<file path="src/include/rmc_pkg.sv">
package rmc_pkg;

  // ---------------------------------------------------------------
  // command codes
  // ---------------------------------------------------------------
  localparam logic [7:0] OFS_OUTPUT_OPERATION_CONTROL = 8'h01;
  localparam logic [7:0] OFS_ON_OFF_GATING_CONFIG = 8'h02;
  localparam logic [7:0] OFS_CUSTOMER_SERIAL_BLOCK = 8'h9E;
  localparam logic [7:0] OFS_DEVICE_IDENTIFIER_BLOCK = 8'hAD;
  localparam logic [7:0] OFS_BUS_BASE_ADDRESS_PRIMARY = 8'hD7;
  localparam logic [7:0] OFS_BUS_BASE_ADDRESS_SECONDARY = 8'hE2;

  // ---------------------------------------------------------------
  // reset values
  // ---------------------------------------------------------------
  localparam logic [7:0] RST_OUTPUT_OPERATION_CONTROL = 8'h88;
  localparam logic [7:0] RST_ON_OFF_GATING_CONFIG = 8'h1F;
  localparam logic [6:0] RST_BUS_BASE_ADDRESS_PRIMARY = 7'h10;
  localparam logic [6:0] RST_BUS_BASE_ADDRESS_SECONDARY = 7'h50;
  // arbitrary neutral value, not a real part code
  localparam logic [15:0] RST_DEVICE_IDENTIFIER = 16'h5A3C;

  // ---------------------------------------------------------------
  // field positions and writable masks
  // ---------------------------------------------------------------
  localparam int OP_ON_BIT = 7;
  localparam int OP_OFF_STYLE_BIT = 6;
  localparam int OP_MARGIN_LSB = 4;
  localparam int OP_FAULT_POLICY_LSB = 2;
  localparam logic [7:0] OP_WRITE_MASK = 8'hFC;
  localparam int CFG_POWERUP_GATING_BIT = 4;
  localparam int CFG_CMD_GATING_BIT = 3;
  localparam int CFG_PIN_GATING_BIT = 2;
  localparam int CFG_PIN_POLARITY_BIT = 1;
  localparam int CFG_PIN_OFF_STYLE_BIT = 0;
  localparam logic [7:0] CFG_WRITE_MASK = 8'h1F;

  // ---------------------------------------------------------------
  // field encodings
  // ---------------------------------------------------------------
  localparam logic [1:0] MARGIN_NOMINAL = 2'h0;
  localparam logic [1:0] MARGIN_LOW = 2'h1;
  localparam logic [1:0] MARGIN_HIGH = 2'h2;
  localparam logic [1:0] FAULT_POLICY_IGNORE = 2'h1;
  localparam logic [1:0] FAULT_POLICY_ACT = 2'h2;

  // ---------------------------------------------------------------
  // turn-off timing
  // ---------------------------------------------------------------
  localparam int CLK_MHZ = 250;
  localparam int TOFF_DELAY_NS = 1000;
  localparam int TOFF_FALL_NS = 2000;
  localparam int TOFF_DELAY_CYC = (TOFF_DELAY_NS * CLK_MHZ + 999) / 1000;
  localparam int TOFF_FALL_CYC = (TOFF_FALL_NS * CLK_MHZ + 999) / 1000;

  // ---------------------------------------------------------------
  // output sequencing states
  // ---------------------------------------------------------------
  typedef enum logic [1:0]
  {
    RMC_OFF = 2'b00,
    RMC_ON = 2'b01,
    RMC_DELAY = 2'b10,
    RMC_FALL = 2'b11
  } rmc_state_t;

endpackage

</file>
<file path="src/rtl/rmc_timer.sv">
`timescale 1ns/1ns
module rmc_timer #(
  parameter int CYCLES = 4
)(
  input wire logic mclk,
  input wire logic sys_rst,
  input wire logic start,
  input wire logic abort,
  output logic busy,
  output logic done
);
  localparam int CW = $clog2(CYCLES + 1);
  localparam logic [CW-1:0] LOAD = CW'(CYCLES);

  logic [CW-1:0] count;
  logic [CW-1:0] next_count;
  logic next_done;

  // --------------------------------------------------------------
  // down counter, done pulses in the cycle the count reaches zero
  // --------------------------------------------------------------
  always_comb
  begin
    next_count = count;
    next_done = 1'b0;
    if (abort)
      next_count = '0;
    else if (start)
      next_count = LOAD;
    else if (count != '0)
    begin
      next_count = count - CW'(1);
      next_done = (count == CW'(1));
    end
  end

  always_ff @(posedge mclk or posedge sys_rst)
  begin
    if (sys_rst)
    begin
      count <= '0;
      done <= 1'b0;
    end
    else
    begin
      count <= next_count;
      done <= next_done;
    end
  end

  assign busy = (count != '0);
endmodule

</file>
<file path="src/rtl/rmc_control.sv">
`timescale 1ns/1ns
// Summary of operation
// - operation resets 88h, bit7 commands output on
// - on bit and enable pin jointly switch output
// - bit6 zero: command-off drops output immediately
// - bit6 one: command-off runs delay then fall
// - margin 00 selects nominal setpoint; 11 unsupported
// - margin 01 selects low margin setpoint
// - margin 10 selects high margin setpoint
// - policy 01 ignores margin faults; 00 and 11 unsupported
// - policy 10 acts on margin faults normally
// - gating config resets 1Fh, selects on sources
// - powerup gating zero: convert whenever powered
// - powerup gating one: wait for selected sources
// - config bit3 ignores or obeys on bit
// - config bit2 zero ignores enable pin
// - config bit2 one requires asserted enable pin
// - config bit1 sets enable pin polarity
// - pin-off: bit0 zero sequenced, one immediate
// - host read/write customer serial block storage
module rmc_control
  import rmc_pkg::*;
#(
  parameter int SERIAL_BYTES = 16,
  parameter int DELAY_CYCLES = rmc_pkg::TOFF_DELAY_CYC,
  parameter int FALL_CYCLES = rmc_pkg::TOFF_FALL_CYC
)(
  input wire logic mclk,
  input wire logic sys_rst,
  input wire logic [7:0] cmd_code,
  input wire logic [7:0] cmd_index,
  input wire logic cmd_wr,
  input wire logic cmd_rd,
  input wire logic [15:0] cmd_wdata,
  output logic [15:0] cmd_rdata,
  output logic cmd_done,
  output logic cmd_err,
  input wire logic control_enable_pin,
  output logic output_enable,
  output logic fall_active,
  output logic [1:0] setpoint_select,
  output logic margin_faults_ignore,
  output logic margin_faults_act
);
  import rmc_pkg::*;

  localparam int IW = (SERIAL_BYTES > 1) ? $clog2(SERIAL_BYTES) : 1;

  // --------------------------------------------------------------
  // register state
  // --------------------------------------------------------------
  logic [7:0] output_operation_control;
  logic [7:0] on_off_gating_config;
  logic [7:0] customer_serial_block [SERIAL_BYTES];
  logic [15:0] device_identifier_block;
  logic [7:0] next_output_operation_control;
  logic [7:0] next_on_off_gating_config;
  logic [7:0] next_serial_byte;
  logic serial_we;
  logic [15:0] next_device_identifier_block;
  logic [15:0] next_cmd_rdata;
  logic next_cmd_done;
  logic next_cmd_err;
  logic serial_hit;
  logic [IW-1:0] serial_idx;

  assign serial_hit = ({24'h0, cmd_index} < 32'(SERIAL_BYTES));
  assign serial_idx = cmd_index[IW-1:0];

  // --------------------------------------------------------------
  // command decode: writes, reads and refusals
  // --------------------------------------------------------------
  always_comb
  begin
    next_output_operation_control = output_operation_control;
    next_on_off_gating_config = on_off_gating_config;
    next_device_identifier_block = device_identifier_block;
    next_serial_byte = cmd_wdata[7:0];
    serial_we = 1'b0;
    next_cmd_rdata = cmd_rdata;
    next_cmd_done = 1'b0;
    next_cmd_err = 1'b0;
    if (cmd_wr)
    begin
      next_cmd_done = 1'b1;
      case (cmd_code)
        OFS_OUTPUT_OPERATION_CONTROL:
          next_output_operation_control = cmd_wdata[7:0] & OP_WRITE_MASK;
        OFS_ON_OFF_GATING_CONFIG:
          next_on_off_gating_config = cmd_wdata[7:0] & CFG_WRITE_MASK;
        OFS_CUSTOMER_SERIAL_BLOCK:
        begin
          serial_we = serial_hit;
          next_cmd_err = !serial_hit;
        end
        OFS_DEVICE_IDENTIFIER_BLOCK:
          next_device_identifier_block = cmd_wdata;
        default:
          next_cmd_err = 1'b1; // read-only or unknown code
      endcase
    end
    else if (cmd_rd)
    begin
      next_cmd_done = 1'b1;
      case (cmd_code)
        OFS_OUTPUT_OPERATION_CONTROL:
          next_cmd_rdata = {8'h00, output_operation_control};
        OFS_ON_OFF_GATING_CONFIG:
          next_cmd_rdata = {8'h00, on_off_gating_config};
        OFS_CUSTOMER_SERIAL_BLOCK:
        begin
          next_cmd_rdata = serial_hit ? {8'h00, customer_serial_block[serial_idx]} : 16'h0000;
          next_cmd_err = !serial_hit;
        end
        OFS_DEVICE_IDENTIFIER_BLOCK:
          next_cmd_rdata = device_identifier_block;
        OFS_BUS_BASE_ADDRESS_PRIMARY:
          next_cmd_rdata = {9'h000, RST_BUS_BASE_ADDRESS_PRIMARY};
        OFS_BUS_BASE_ADDRESS_SECONDARY:
          next_cmd_rdata = {9'h000, RST_BUS_BASE_ADDRESS_SECONDARY};
        default:
        begin
          next_cmd_rdata = 16'h0000;
          next_cmd_err = 1'b1;
        end
      endcase
    end
  end

  // serial block has no defined content, so it is left out of reset
  always_ff @(posedge mclk)
  begin
    if (serial_we)
      customer_serial_block[serial_idx] <= next_serial_byte;
  end

  always_ff @(posedge mclk or posedge sys_rst)
  begin
    if (sys_rst)
    begin
      output_operation_control <= RST_OUTPUT_OPERATION_CONTROL;
      on_off_gating_config <= RST_ON_OFF_GATING_CONFIG;
      device_identifier_block <= RST_DEVICE_IDENTIFIER;
      cmd_rdata <= 16'h0000;
      cmd_done <= 1'b0;
      cmd_err <= 1'b0;
    end
    else
    begin
      output_operation_control <= next_output_operation_control;
      on_off_gating_config <= next_on_off_gating_config;
      device_identifier_block <= next_device_identifier_block;
      cmd_rdata <= next_cmd_rdata;
      cmd_done <= next_cmd_done;
      cmd_err <= next_cmd_err;
    end
  end

  // --------------------------------------------------------------
  // gating sources
  // --------------------------------------------------------------
  logic pin_asserted;
  logic cmd_says_off;
  logic pin_says_off;
  logic on_request;

  assign pin_asserted = on_off_gating_config[CFG_PIN_POLARITY_BIT] ?
                        control_enable_pin : !control_enable_pin;
  // a source only counts when its gating bit selects it
  assign cmd_says_off = on_off_gating_config[CFG_CMD_GATING_BIT] &&
                        !output_operation_control[OP_ON_BIT];
  assign pin_says_off = on_off_gating_config[CFG_PIN_GATING_BIT] && !pin_asserted;
  // powerup gating clear means powered implies converting
  assign on_request = !on_off_gating_config[CFG_POWERUP_GATING_BIT] ||
                      (!cmd_says_off && !pin_says_off);

  // immediate off if any off-causing source asks for it
  logic off_immediate;
  assign off_immediate = (cmd_says_off && !output_operation_control[OP_OFF_STYLE_BIT]) ||
                         (pin_says_off && on_off_gating_config[CFG_PIN_OFF_STYLE_BIT]);

  // --------------------------------------------------------------
  // turn-off sequencing
  // --------------------------------------------------------------
  rmc_state_t state;
  rmc_state_t next_state;
  logic delay_start;
  logic fall_start;
  logic seq_abort;
  logic delay_busy;
  logic delay_done;
  logic fall_busy;
  logic fall_done;

  rmc_timer #(.CYCLES(DELAY_CYCLES)) u_delay (
    .mclk(mclk),
    .sys_rst(sys_rst),
    .start(delay_start),
    .abort(seq_abort),
    .busy(delay_busy),
    .done(delay_done)
  );

  rmc_timer #(.CYCLES(FALL_CYCLES)) u_fall (
    .mclk(mclk),
    .sys_rst(sys_rst),
    .start(fall_start),
    .abort(seq_abort),
    .busy(fall_busy),
    .done(fall_done)
  );

  // an on request during delay or fall resumes at once; an
  // immediate-off request cuts a running sequence short
  always_comb
  begin
    next_state = state;
    delay_start = 1'b0;
    fall_start = 1'b0;
    seq_abort = 1'b0;
    case (state)
      RMC_OFF:
        if (on_request)
          next_state = RMC_ON;
      RMC_ON:
        if (!on_request)
        begin
          if (off_immediate)
            next_state = RMC_OFF;
          else
          begin
            next_state = RMC_DELAY;
            delay_start = 1'b1;
          end
        end
      RMC_DELAY:
        if (on_request)
        begin
          next_state = RMC_ON;
          seq_abort = 1'b1;
        end
        else if (off_immediate)
        begin
          next_state = RMC_OFF;
          seq_abort = 1'b1;
        end
        else if (delay_done || !delay_busy)
        begin
          next_state = RMC_FALL;
          fall_start = 1'b1;
        end
      RMC_FALL:
        if (on_request)
        begin
          next_state = RMC_ON;
          seq_abort = 1'b1;
        end
        else if (off_immediate || fall_done || !fall_busy)
        begin
          next_state = RMC_OFF;
          seq_abort = 1'b1;
        end
      default:
        next_state = RMC_OFF;
    endcase
  end

  always_ff @(posedge mclk or posedge sys_rst)
  begin
    if (sys_rst)
      state <= RMC_OFF;
    else
      state <= next_state;
  end

  // --------------------------------------------------------------
  // power stage and setpoint outputs
  // --------------------------------------------------------------
  logic [1:0] margin_code;
  logic [1:0] policy_code;
  logic [1:0] next_setpoint_select;
  logic next_output_enable;
  logic next_fall_active;
  logic next_faults_ignore;
  logic next_faults_act;

  assign margin_code = output_operation_control[OP_MARGIN_LSB +: 2];
  assign policy_code = output_operation_control[OP_FAULT_POLICY_LSB +: 2];

  always_comb
  begin
    next_output_enable = (next_state != RMC_OFF);
    next_fall_active = (next_state == RMC_FALL);
    case (margin_code)
      MARGIN_LOW: next_setpoint_select = MARGIN_LOW;
      MARGIN_HIGH: next_setpoint_select = MARGIN_HIGH;
      default: next_setpoint_select = MARGIN_NOMINAL; // unsupported 11 stays nominal
    endcase
    // unsupported policy codes raise neither flag
    next_faults_ignore = (policy_code == FAULT_POLICY_IGNORE);
    next_faults_act = (policy_code == FAULT_POLICY_ACT);
  end

  always_ff @(posedge mclk or posedge sys_rst)
  begin
    if (sys_rst)
    begin
      output_enable <= 1'b0;
      fall_active <= 1'b0;
      setpoint_select <= MARGIN_NOMINAL;
      margin_faults_ignore <= 1'b0;
      margin_faults_act <= 1'b0;
    end
    else
    begin
      output_enable <= next_output_enable;
      fall_active <= next_fall_active;
      setpoint_select <= next_setpoint_select;
      margin_faults_ignore <= next_faults_ignore;
      margin_faults_act <= next_faults_act;
    end
  end
endmodule

</file>
<file path="config.mk">
export PLATFORM = sky130hd
export DESIGN_NAME = rmc_control
export DESIGN_NICKNAME = d
export VERILOG_FILES = /design/src/include/rmc_pkg.sv /design/src/rtl/rmc_timer.sv /design/src/rtl/rmc_control.sv
export SDC_FILE = /design/constraint.sdc
export NUM_CORES = 1
export LEC_CHECK = 0
export ABC_AREA = 1
export BUFFER_PORTS_ARGS = -buffer_cell sky130_fd_sc_hd__buf_4
export CAP_MARGIN = 15
export CORE_UTILIZATION = 40
export DETAILED_ROUTE_END_ITERATION = 6
export PLACE_DENSITY = 0.56
export SETUP_SLACK_MARGIN = 0.02
export SKIP_LAST_GASP = 1
export SYNTH_ARGS = -nofsm -noshare
export SYNTH_HDL_FRONTEND = slang
export SYNTH_SLANG_ARGS = --single-unit
</file>
<file path="constraint.sdc">
create_clock -name mclk -period 6.22 [get_ports mclk]
set_input_delay 0.622 -clock mclk [delete_from_list [all_inputs] [get_ports mclk]]
set_output_delay 0.622 -clock mclk [all_outputs]
set_load 0.01 [all_outputs]
</file>
## Word-level counts from Yosys, hierarchy flattened

Memories as Yosys holds them, arrays and structs flattened.
Index checks and enable logic that the tools add are counted.

- Register bits after elaboration: 72
- Bits in latches: 0
- Bits in writable memories: 128
- Bits in read-only memories: 0
- Input port bits: 37
- Output and inout port bits: 24
- Word-level logic and storage cells: 116
- Memories kept: 1

- $add $sub $neg: 2
- Multipliers: 0
- Div/mod/pow operators: 0
- Order comparisons: 1
- Equal/unequal tests: 16
- Shift operators: 0
- Multiplexer cells: 47
- Bitwise logic cells: 1
- Reduce and logical (&&, ||, !) cells: 32

Memory list:

| memory | depth | width | rd ports | clocked after memory_dff | wr ports | line | RTL |
|---|---|---|---|---|---|---|---|
| customer_serial_block | 16 | 8 | 1 | 0 | 1 | rmc_control.sv:54 | `logic [7:0] customer_serial_block [SERIAL_BYTES];` |

Operators by type and width:

| kind | count |
|---|---|
| 16-bit one-hot mux with 6 select lines | 1 |
| 8-bit equality test (second input constant) | 4 |
| 8-bit two-way mux | 4 |
| 9-bit two-way mux | 3 |
| 1-bit two-way mux | 26 |
| 8-bit by 1-bit equality test with 1-bit output (second input constant) | 2 |
| 2-bit two-way mux | 8 |
| 2-bit equality test (second input constant) | 5 |
| 1-bit logical NOT | 10 |
| 9-bit by 1-bit equality test with 1-bit output (second input constant) | 1 |
| 9-bit nonzero test | 1 |
| 9-bit by 1-bit subtractor with 9-bit output (second input constant) | 1 |
| 8-bit by 2-bit equality test with 1-bit output (second input constant) | 1 |
| 8-bit by 5-bit < comparator with 1-bit output (second input constant) | 1 |
| 2-bit one-hot mux with 4 select lines | 1 |
| 2-bit AND reduction | 4 |
| 8-bit nonzero test | 1 |
| 8-bit by 1-bit subtractor with 8-bit output (second input constant) | 1 |
| 2-bit by 1-bit equality test with 1-bit output (second input constant) | 3 |
| 1-bit one-hot mux with 2 select lines | 3 |
| 3-bit nonzero test | 2 |
| 1-bit logical AND | 5 |
| 1-bit logical OR | 5 |
| 5-bit OR reduction | 1 |
| other kinds (5) | 5 |

## Longest topological paths before layout

Gate-level depths: netlist of run 1.

- Depth after elaboration: 12
- Gate-level depth with buffers: 13
- Gate-level depth less buffers: 11

## Modules after synthesis

Synthesis of run 1 repeated with hierarchy kept, for this count alone.

- Cell total of the unflattened synthesis: 1004
- Area total of the unflattened synthesis: 9069.9 sq um

Modules (own cells, without submodules):

| module | instances | cells each | area an instance (sq um) | seq. area each (sq um) |
|---|---|---|---|---|
| rmc_control | 1 | 837 | 7813.7 | 5188.7 |
| rmc_timer at u_fall | 1 | 91 | 693.2 | 250.2 |
| rmc_timer at u_delay | 1 | 76 | 563.0 | 225.2 |

## Worst setup path before layout of run 1

OpenSTA, ideal clock, no wires.

- Path kind: input to register
- Start: input cmd_index[1]
- End: memory customer_serial_block[15][0] (enable)
- Library setup time: 0.395 ns
- Data arrival time: 2.031 ns
- Data required time: 5.825 ns
- Slack: 3.794 ns
- Stages on the path: 4
- Buffers on the path: 2
- Path through: buf_2 > clkinv_1 > buf_2 > nor4_1

- Longest elaborated chain between the ends: 5

RTL lines:

| item | line | RTL |
|---|---|---|
| start, declared | rmc_control.sv:31 | `input wire logic [7:0] cmd_index,` |
| 8-bit by 5-bit < comparator with 1-bit output | rmc_control.sv:67 | `assign serial_hit = ({24'h0, cmd_index} < 32'(SERIAL_BYTES));` |
| 1-bit two-way mux | rmc_control.sv:86 | `case (cmd_code)` |
| 1-bit two-way mux | rmc_control.sv:83 | `if (cmd_wr)` |
| 1-bit two-way mux | rmc_control.sv:133 | `if (serial_we)` |
| 1-bit two-way mux (not written as such) | rmc_control.sv:134 | `customer_serial_block[serial_idx] <= next_serial_byte;` |
| end, declared | rmc_control.sv:54 |  |

Several ways; a longest one is shown, not always the timed one.

## Worst setup path in the final report of run 1

- Start: input cmd_index[0]
- End: memory customer_serial_block[0][7] (enable)

Same word-level chain as after synthesis.

==> metrics.txt, run 1 <==
worst-margin pin slew 959 ps; CORE AREA roughly 22000 µm²; Max IR drop VDD ~0.00017 V; most frequent CP cell buf_4; Post-Synthesis Cells between 900 and 1000; H-tree levels 4; TritonCTS Buffers 17; Mapped Nets 1017; GR Overflow Total 0; mux cell area share after synthesis less than 1%; P per Cell Area ~300 nW/µm²; synth warn 0; crit path cell chain buf_4, inv_2, buf_4, nand3_1, nor2_1; first-pass GRT wire length ~32000 µm; nets@finish about 1100; Final Hold Vio Count 0; clk_lat worst skew roughly 450 ps; initial antenna violation count 0; TritonCTS clock tree yes; share of the synthesized area in the top cell type between 40 and 50%; post-CTS setup buffers 0; MaxCap Viol Count 0; vias about 6200; # DRC 0; Synth Area in Compound Gates between 3 and 4%; Setup Crit Path Kind primary input to flip-flop; DIE AREA between 20000 and 25000 µm²; setup TNS 0 ps; post-synth cell types 32; Synth Area in Adders 0.698%; Seq/Total Area, Yosys 63.2%; largest family of logic cells by synthesized area simple AND/OR/NAND/NOR gates; cts hold-fix bufs 0; fraction of layout cells with a size suffix above 1 about an eighth; CP required about 6300 ps; register area approximately 5700 µm²; PnR Total Power 3.05 mW; antenna viol nets, final 0; # diodes 0; Peak Freq between 300 and 400 MHz; DP HPWL between 10000 and 15000 µm; Filler Cells Inserted between 2000 and 2500; Leak Pwr ~4.8 nW; Startpoint Class primary input; num ports between 60 and 70; Initial Util slightly above 40%; #FFs+latches synth 200; Worst Setup End Kind flip-flop; GR Util All Layers a little under a fifth; final std cells w/o fill about 1300; Row Count 54; Syn Std Cell Area approximately 9000 µm²; PortBufs 60; Placer Congestion between 0.8 and 0.9; pin count of the biggest net entering global routing 73; CTS Root Buffer Type clkbuf_16; CTS resizes 0; minimum clock period 2750 ps; clock-pin slew on the worst setup and hold paths ~80 ps; Layout area overhead 14.9%; fin util between 40% and 50%; endpoints failing setup 0; Die Y 152 µm; commonest non-fill, non-tap cell in the layout nand2_1; WL final 20600 µm; crit path max-delay cell type nor2_1; setup ws final between 3000 and 4000 ps; Routed WL per cell ~16 µm; Post-Synth Simple-Gate Area a little over a quarter; post-synthesis xor/xnor area fraction less than 1%; DP Worst Slack 2990 ps; die extent in x between 150 and 200 µm; clock sinks 200; syn_area_per_cell between 9 and 10 µm²; biggest area consumer among synthesized cells edfxtp_1; crit-path max cell delay 600 ps; Max Clock Skew about 14 ps; fin crit share 44.2%; WP data arrival between 2000 and 3000 ps; most frequent cells in the layout nand2_1 (475), edfxtp_1 (128), inv_1 (70); RSZ-0062 raised after global routing no; Cell Count Post-Placement roughly 1300; drt first pass iters 5; CP max FO between 60 and 70; DR vias/cell about 4.7; max-slew violations 0; CTS max path bufs 2; vias in the first global route 5730; area of the multi-input gates between 2000 and 3000 µm²; synth top area cells edfxtp_1 (43%), nand2_1 (20%), dfrtp_1 (16%), dfstp_2 (4.4%), inv_1 (3.0%); Worst Hold Class primary input to flip-flop; 1st-iter DRT viols 441; Slew Limit Headroom between 30 and 40%; status finished, final reports clean
==> metal layers <==
layer,GRT usage (%),wire [µm],vias to the layer above
met5,0,0,-
met4,5.64,265,0
met3,3.20,791,17
met2,28.7,9240,131
met1,27.1,10300,2872
li1,-,-,3206
==> power by group <==
part / leakage, nW / internal [mW] / switching, mW / total (mW)
Clock: 0.315 / 0.586 / 0.592 / 1.18
Combinational: 2.40 / 0.125 / 0.217 / 0.342
Sequential: 2.03 / 1.48 / 0.0473 / 1.53
==> flip-flops by register name, indices dropped and copies added (netlist names) <==
name                      flops
margin_faults_act             1
setpoint_select               2
u_fall.count                  9
u_delay.count                 8
margin_faults_ignore          1
customer_serial_block       128
cmd_done                      1
cmd_rdata                    16
device_identifier_block      16
output_operation_control      6
on_off_gating_config          5
fall_active                   1
u_delay.done                  1
state                         2
output_enable                 1
cmd_err                       1
u_fall.done                   1
==> path summary, 6_finish.rpt <==
kind                                             start                     endpoint  slack, ps  cells past startpoint
min reg2reg                output_operation_control[2]            margin_faults_act        450                      1
max                                       cmd_index[0]  customer_serial_block[0][7]       3470                      5
max in group asynchronous                      sys_rst   device_identifier_block[1]       5180                      3
min in group asynchronous                      sys_rst                cmd_rdata[12]        450                      3
min                                             cmd_rd                     cmd_done        390                      2
max reg2reg                            u_fall.count[0]              u_fall.count[0]       4200                     11
==> layout make-up <==
cell class                      count  share of cell area [%]
Clock buffer                       18                    4.38
Clock inverter                     14                    1.96
Inverter                           79                    2.88
Multi-Input combinational cell    667                    27.7
Sequential cell                   200                    55.0
Tap cell                          280                    3.40
Timing Repair Buffer               64                    4.67
==> through the flow <==
step	area [µm²]	hold slack, ps
6_report	10300	387
5_1_grt	10300	382
4_1_cts	10300	376
3_5_place_dp	9640	445
3_3_place_gp	9640	442
2_1_floorplan	8960	421
==> cell usage after synthesis <==
| library cell | instances |
|---|---|
| a21oi_1 | 11 |
| buf_1 | 1 |
| buf_2 | 19 |
| buf_4 | 2 |
| buf_6 | 1 |
| clkbuf_1 | 6 |
| clkinv_1 | 1 |
| dfrtp_1 | 57 |
| dfstp_2 | 15 |
| edfxtp_1 | 128 |
| ha_1 | 5 |
| inv_1 | 71 |
| inv_2 | 7 |
| mux2_2 | 5 |
| mux2_4 | 2 |
| nand2_1 | 475 |
| nand2_2 | 1 |
| nand2_4 | 1 |
| nand3_1 | 23 |
| nand3b_4 | 1 |
| nand4_1 | 9 |
| nor2_1 | 60 |
| nor2_2 | 3 |
| nor2_4 | 3 |
| nor3_1 | 6 |
| nor4_1 | 2 |
| o21ai_0 | 39 |
| o21ai_1 | 9 |
| o31ai_1 | 2 |
| or2_2 | 3 |
| xnor2_1 | 2 |
| xor2_1 | 5 |
==> critical path, delay by kind of cell <==
family / cells / cell delay [ps]
buffers and inverters: 3 / 1260
AND/OR/NAND/NOR: 2 / 890
==> kinds of logic (layout without fill, tap and decap cells) <==
kind of cell	after synthesis	after routing
flops	200	200
xor+xnor	7	7
fa+ha+maj	5	5
simple gates	587	587
mux	7	7
compound gates	61	61
buf+inv	108	175
Power figures use the tool's default switching activity.
==> inputs of run 2 (changes only) <==
--- a/config.mk
+++ b/config.mk
@@ -5,7 +5,7 @@
 export SDC_FILE = /design/constraint.sdc
 export NUM_CORES = 1
 export LEC_CHECK = 0
-export ABC_AREA = 1
+export ABC_AREA = 0
 export BUFFER_PORTS_ARGS = -buffer_cell sky130_fd_sc_hd__buf_4
 export CAP_MARGIN = 15
 export CORE_UTILIZATION = 40
==> constraint.sdc (replaced) <==
create_clock -name mclk -period 2.8 [get_ports mclk]
set_input_delay 0.28 -clock mclk [delete_from_list [all_inputs] [get_ports mclk]]
set_output_delay 0.28 -clock mclk [all_outputs]
set_load 0.01 [all_outputs]
==> run 2 against run 1 <==
Against the previous run:
- cell count down 29%
- utilization up 1.6 points
- setup slack worse by 2900 ps
- combinational power up 56%
- register-to-register slack worse by 3600 ps
- first-iteration DRC count down 30%
- flip-flop and latch count unchanged
- critical path depth unchanged
- clock-buffer cell count down 1
- final area down 3.1%
- via count down 19%
- largest power group unchanged
==> metrics.txt, run 2 <==
status finished, final reports clean; Die Y 148 µm; die extent in x between 100 and 150 µm; post-CTS setup buffers 0; CORE AREA between 20000 and 25000 µm²; setup TNS 0 ps; Placer Congestion 0.805; Seq/Total Area, Yosys between 60% and 70%; Top reg by flops customer_serial_block; DP HPWL roughly 12000 µm; synth top area cells edfxtp_1 (45%), dfrtp_1 (17%), mux4_2 (8.0%), dfstp_2 (4.6%), mux2_2 (4.1%); clock sinks 200; Top FF cell, synth edfxtp_1; 1st-iter DRT viols 309; CTS resizes 0; biggest area consumer among synthesized cells edfxtp_1; max-slew violations 0; Largest regs customer_serial_block: 128 flops, cmd_rdata: 16 flops, device_identifier_block: 16 flops; Routed WL per cell slightly below 20 µm; cts hold-fix bufs 1; most frequent cells in the layout edfxtp_1 (128), buf_4 (84), dfrtp_1 (57); CTS max path bufs 2; Slew Limit Headroom between 40% and 50%; antenna viol nets, final 0; share of the synthesized area in the top cell type a little under half; TritonCTS Buffers 17; Setup Crit Path Kind flip-flop to flip-flop; post-synth cell types between 50 and 60; Startpoint Class flip-flop; vias slightly above 5000; GR Overflow Total 0; crit path max-delay cell type or4_1; WP data arrival 2580 ps; fin crit share 79.9%; drt first pass iters 5; DR vias/cell between 5 and 6; Worst Setup End Kind flip-flop; Layout area overhead 17.6%; PortBufs 60; clock-pin slew on the worst setup and hold paths ~70 ps; # DRC 0; CP required about 3100 ps; RSZ-0062 raised after global routing no; nets@finish slightly below 700; Peak Freq around 450 MHz; initial antenna violation count 0; WP buf/inv 0; MaxCap Viol Count 0; H-tree levels 4; #FFs+latches synth 200; Post-synth EDFFs approximately 130; GR Util All Layers between 15 and 20%; endpoints failing setup 0; ys async rst share 36.0%; pin count of the biggest net entering global routing 73; P per Cell Area ~630 nW/µm²; most common cell in the netlist edfxtp_1; minimum clock period approximately 2200 ps; Row Count 52; num ports 61; Worst Hold Class primary input to flip-flop; synth warn 0; first-pass GRT wire length 29100 µm; Top delay family on crit path simple AND/OR/NAND/NOR gates; max reg flops roughly 130; top post-synthesis cells by count edfxtp_1 (128), dfrtp_1 (57), nand2_1 (54), mux2_2 (31), mux4_2 (30); PnR Total Power about 6.3 mW; DIE AREA around 22000 µm²; syn_area_per_cell between 10 and 15 µm²; crit path cell chain xor2_1, a21boi_0, or3_1, or4_1, a21oi_1; Post-Synthesis Cells roughly 570; # diodes 0; vias in the first global route between 5000 and 6000; crit-path max cell delay 650 ps; Syn Std Cell Area ~8500 µm²; clk_lat worst skew approximately 430 ps; commonest non-fill, non-tap cell in the layout edfxtp_1; fraction of layout cells with a size suffix above 1 a little under a third; CTS Root Buffer Type clkbuf_16; Max Clock Skew between 10 and 15 ps; Mapped Nets 613; Leak Pwr about 3.8 nW; Max IR drop VDD about 0.00053 V; TritonCTS clock tree yes; Initial Util between 40 and 50%; WL final 18100 µm; worst-margin pin slew ~760 ps; CP max FO 6; Final Hold Vio Count 0
-- run 2: per-layer routing --
layer	track usage [%]	part of all wire [%]
met1	25.5	47
met2	28.0	48
met3	3.27	4.6
met4	4.54	0.54
met5	0	0
-- run 2: per-stage QoR --
stage / setup WS [ps] / utilization, % / cell area [µm²] / std cells / hold WS [ps]
finish: 563 / 48.7 / 9970 / 933 / 69.4
global route: 399 / 48.7 / 9970 / 933 / 62.1
CTS: 547 / 48.7 / 9970 / 933 / 51.0
detailed placement: 478 / 45.7 / 9360 / 900 / 408
global placement: 497 / 45.7 / 9360 / 900 / 399
floorplan: 600 / - / 8480 / 571 / 379
-- run 2: cells by family (layout without fill, tap and decap cells) --
kind of cell,after synthesis,after routing,synth area share (%)
buf+inv,35,127,1.71
fa+ha+maj,5,5,0.738
flops,200,200,66.8
xor+xnor,11,11,1.14
compound gates,80,80,6.36
simple gates,176,176,10.8
mux,64,64,12.4
-- run 2: layout make-up --
type | count | area, µm²
multi-input combinational | 336 | 2670
inverter | 9 | 33.8
timing repair buffer | 86 | 661
tap | 270 | 338
sequential | 200 | 5660
fill | 1775 | 10500
clock buffer | 17 | 425
clock inverter | 15 | 180
-- run 2: report_power, final --
part,switching (mW),leakage [nW],internal (mW)
clock,1.18,0.296,1.29
sequential,0.0729,2.07,3.23
combinational,0.292,1.43,0.243
total,1.54,3.80,4.76
-- run 2: worst paths after layout --
kind	to	slack, ps	cells past startpoint	start
worst max-delay path	u_fall.count[4]	560	5	on_off_gating_config[1]
worst min-delay path	cmd_done	70	2	cmd_rd
worst max register to register	u_fall.count[4]	560	5	on_off_gating_config[1]
worst min register to register	cmd_rdata[13]	470	2	cmd_rdata[13]
max in group asynchronous	device_identifier_block[3]	1950	4	sys_rst
min in group asynchronous	setpoint_select[0]	480	4	sys_rst
==> inputs of run 3 (changes only) <==
--- a/config.mk
+++ b/config.mk
@@ -5,12 +5,12 @@
 export SDC_FILE = /design/constraint.sdc
 export NUM_CORES = 1
 export LEC_CHECK = 0
-export ABC_AREA = 0
+export ABC_AREA = 1
 export BUFFER_PORTS_ARGS = -buffer_cell sky130_fd_sc_hd__buf_4
 export CAP_MARGIN = 15
 export CORE_UTILIZATION = 40
 export DETAILED_ROUTE_END_ITERATION = 6
-export PLACE_DENSITY = 0.56
+export PLACE_DENSITY = 0.58
 export SETUP_SLACK_MARGIN = 0.02
 export SKIP_LAST_GASP = 1
 export SYNTH_ARGS = -nofsm -noshare
==> constraint.sdc (replaced) <==
create_clock -name mclk -period 2 [get_ports mclk]
set_input_delay 0.2 -clock mclk [delete_from_list [all_inputs] [get_ports mclk]]
set_output_delay 0.2 -clock mclk [all_outputs]
set_load 0.01 [all_outputs]
==> run 3 against run 2 <==
Against the previous run:
- setup slack lost 390 ps
- highest routed layer unchanged
- clock power grew 35%
- cell count grew 46%
- via count grew 28%
- total power grew 45%
- routed wire length grew 15%
- critical path type unchanged
- register-to-register slack lost 390 ps
- combinational power grew 110%
- sequential power grew 43%
==> metrics.txt, run 3 (synthesis results as in run 1) <==
status finished, final reports clean; Placer Congestion 0.804; GR Util All Layers 19.1%; commonest non-fill, non-tap cell in the layout nand2_1; DIE AREA around 23000 µm²; num ports 61; logic gate share of total power between 10% and 20%; first-pass GRT wire length between 30000 and 40000 µm; minimum clock period between 1500 and 2000 ps; worst-margin pin slew between 400 and 500 ps; Die Y 152 µm; Startpoint Class flip-flop; max reg flops ~130; PortBufs 60; die extent in x 152 µm; clk_lat worst skew 440 ps; Hold EP device_identifier_block[15]; CTS Root Buffer Type clkbuf_16; max-slew violations 0; antenna viol nets, final 0; internal power 6.68 mW; MaxCap Viol Count 0; WL final roughly 21000 µm; placed inst area roughly 10000 µm²; clock-pin slew on the worst setup and hold paths approximately 80 ps; fraction of layout cells with a size suffix above 1 between 10% and 20%; CP max FO 12; pin count of the biggest net entering global routing 73; Reg2Reg Setup Slack 180 ps; Max Clock Skew roughly 13 ps; most frequent cells in the layout nand2_1 (475), edfxtp_1 (128), buf_4 (91); Row Count 54; initial antenna violation count 0; vias in the first global route ~6100; Slew Limit Headroom roughly 73%; DP HPWL 13400 µm; RSZ-0062 raised after global routing yes; TritonCTS Buffers 17; 1st-iter DRT viols approximately 460; nets@finish roughly 1100; NetSw between 2 and 2.5 mW; R2R Path End u_fall.count[3]; TritonCTS clock tree yes; Peak Freq about 550 MHz; Final Hold Vio Count 0; GR Overflow Total 0; clock sinks 200; DR vias/cell 4.75; H-tree levels 4; Routed WL per cell around 15 µm; Max IR drop VDD approximately 0.00057 V; Leak Pwr around 4.9 nW; hold path depth 3; vias between 6000 and 7000; Layout area overhead 18.0%; Sequential Power Share 51.7%; Setup Crit Path Kind flip-flop to flip-flop; Worst Setup End Kind flip-flop; setup TNS 0 ps; CP required 2320 ps; Worst Hold Class primary input to flip-flop; Initial Util between 40% and 50%; Top reg by flops customer_serial_block; # DRC 0; CTS max path bufs 2; Hold Path Origin cmd_wdata[15]; Largest regs customer_serial_block: 128 flops, cmd_rdata: 16 flops, device_identifier_block: 16 flops; Reg-to-Reg Start u_fall.count[0]; drt first pass iters 5; # diodes 0; cell area after layout ~11000 µm²; sw frac 27.1%; clock power share 36.1%; depth of the worst register-to-register path 12; WP data arrival about 2100 ps; P per Cell Area between 800 and 900 nW/µm²; endpoints failing setup 0; fin crit share approximately nine tenths; CORE AREA ~22000 µm²
[run 3: power by group through the flow]
stage	logic (mW)	registers, mW	clock network, mW
floorplan	0.772	4.80	0
global placement	1.09	4.83	0
detailed placement	1.11	4.83	0
CTS	1.13	4.74	3.38
global route	1.31	4.77	3.54
finish	1.12	4.74	3.31
[run 3: through the flow]
step | setup slack (ps) | power (mW) | hold slack (ps) | instances | util, %
global route | -6.77 | 9.61 | 40.1 | 1361 | 48.3
floorplan | 267 | 5.57 | 299 | 975 | -
CTS | 143 | 9.25 | 20.4 | 1360 | 48.3
finish | 176 | 9.17 | 34.8 | 1361 | 48.3
detailed placement | 129 | 5.93 | 343 | 1319 | 45.3
global placement | 120 | 5.91 | 341 | 1319 | 45.3
[run 3: layer usage]
layer / routed length [µm] / share of wire (%) / track usage (%) / up-vias
li1: - / - / - / 3289
met1: 10300 / 50 / 27.3 / 3022
met2: 9340 / 45 / 30.1 / 142
met3: 947 / 4.6 / 3.38 / 10
met4: 153 / 0.74 / 4.60 / 0
met5: 0 / 0 / 0 / -
[run 3: repair_timing]
action	4_1_cts	5_1_grt
setup buffers	0	1
endpoints found under the setup margin	0	7
endpoints found under the hold margin	65	0
gates resized for setup	0	1
hold buffers	9	0
[run 3: worst max-delay path, stage by stage, from the launching register on]
cell and delay (ps):
dfrtp_1 420, inv_1 110, ha_1 170, nand2_1 70, nor2_2 140, nand2_2 110, nand2_1 120, nand2_1 80
nand2_1 70, nand2_1 40, buf_4 180, nand2_1 150, nor3_1 70
[run 3: worst max path at each step]
stage	depth (start not counted)	to	slack, ps	from
2_1_floorplan	9	customer_serial_block[14][0]	270	cmd_code[6]
3_3_place_gp	11	customer_serial_block[14][7]	120	cmd_code[6]
5_1_grt	12	u_fall.count[0]	-7	u_fall.count[0]
6_report	12	u_fall.count[3]	180	u_fall.count[0]
4_1_cts	12	u_fall.count[3]	140	u_fall.count[0]
3_5_place_dp	11	customer_serial_block[14][7]	130	cmd_code[6]
[run 3: final cells by class]
| cell class | count | area [µm²] |
|---|---|---|
| multi-input cells | 667 | 2860 |
| flip-flops and latches | 200 | 5660 |
| well taps | 280 | 350 |
| clock buffers | 18 | 429 |
| fillers | 2082 | 11300 |
| repair buffers | 103 | 833 |
| clock inverters | 14 | 138 |
| inverters | 79 | 300 |
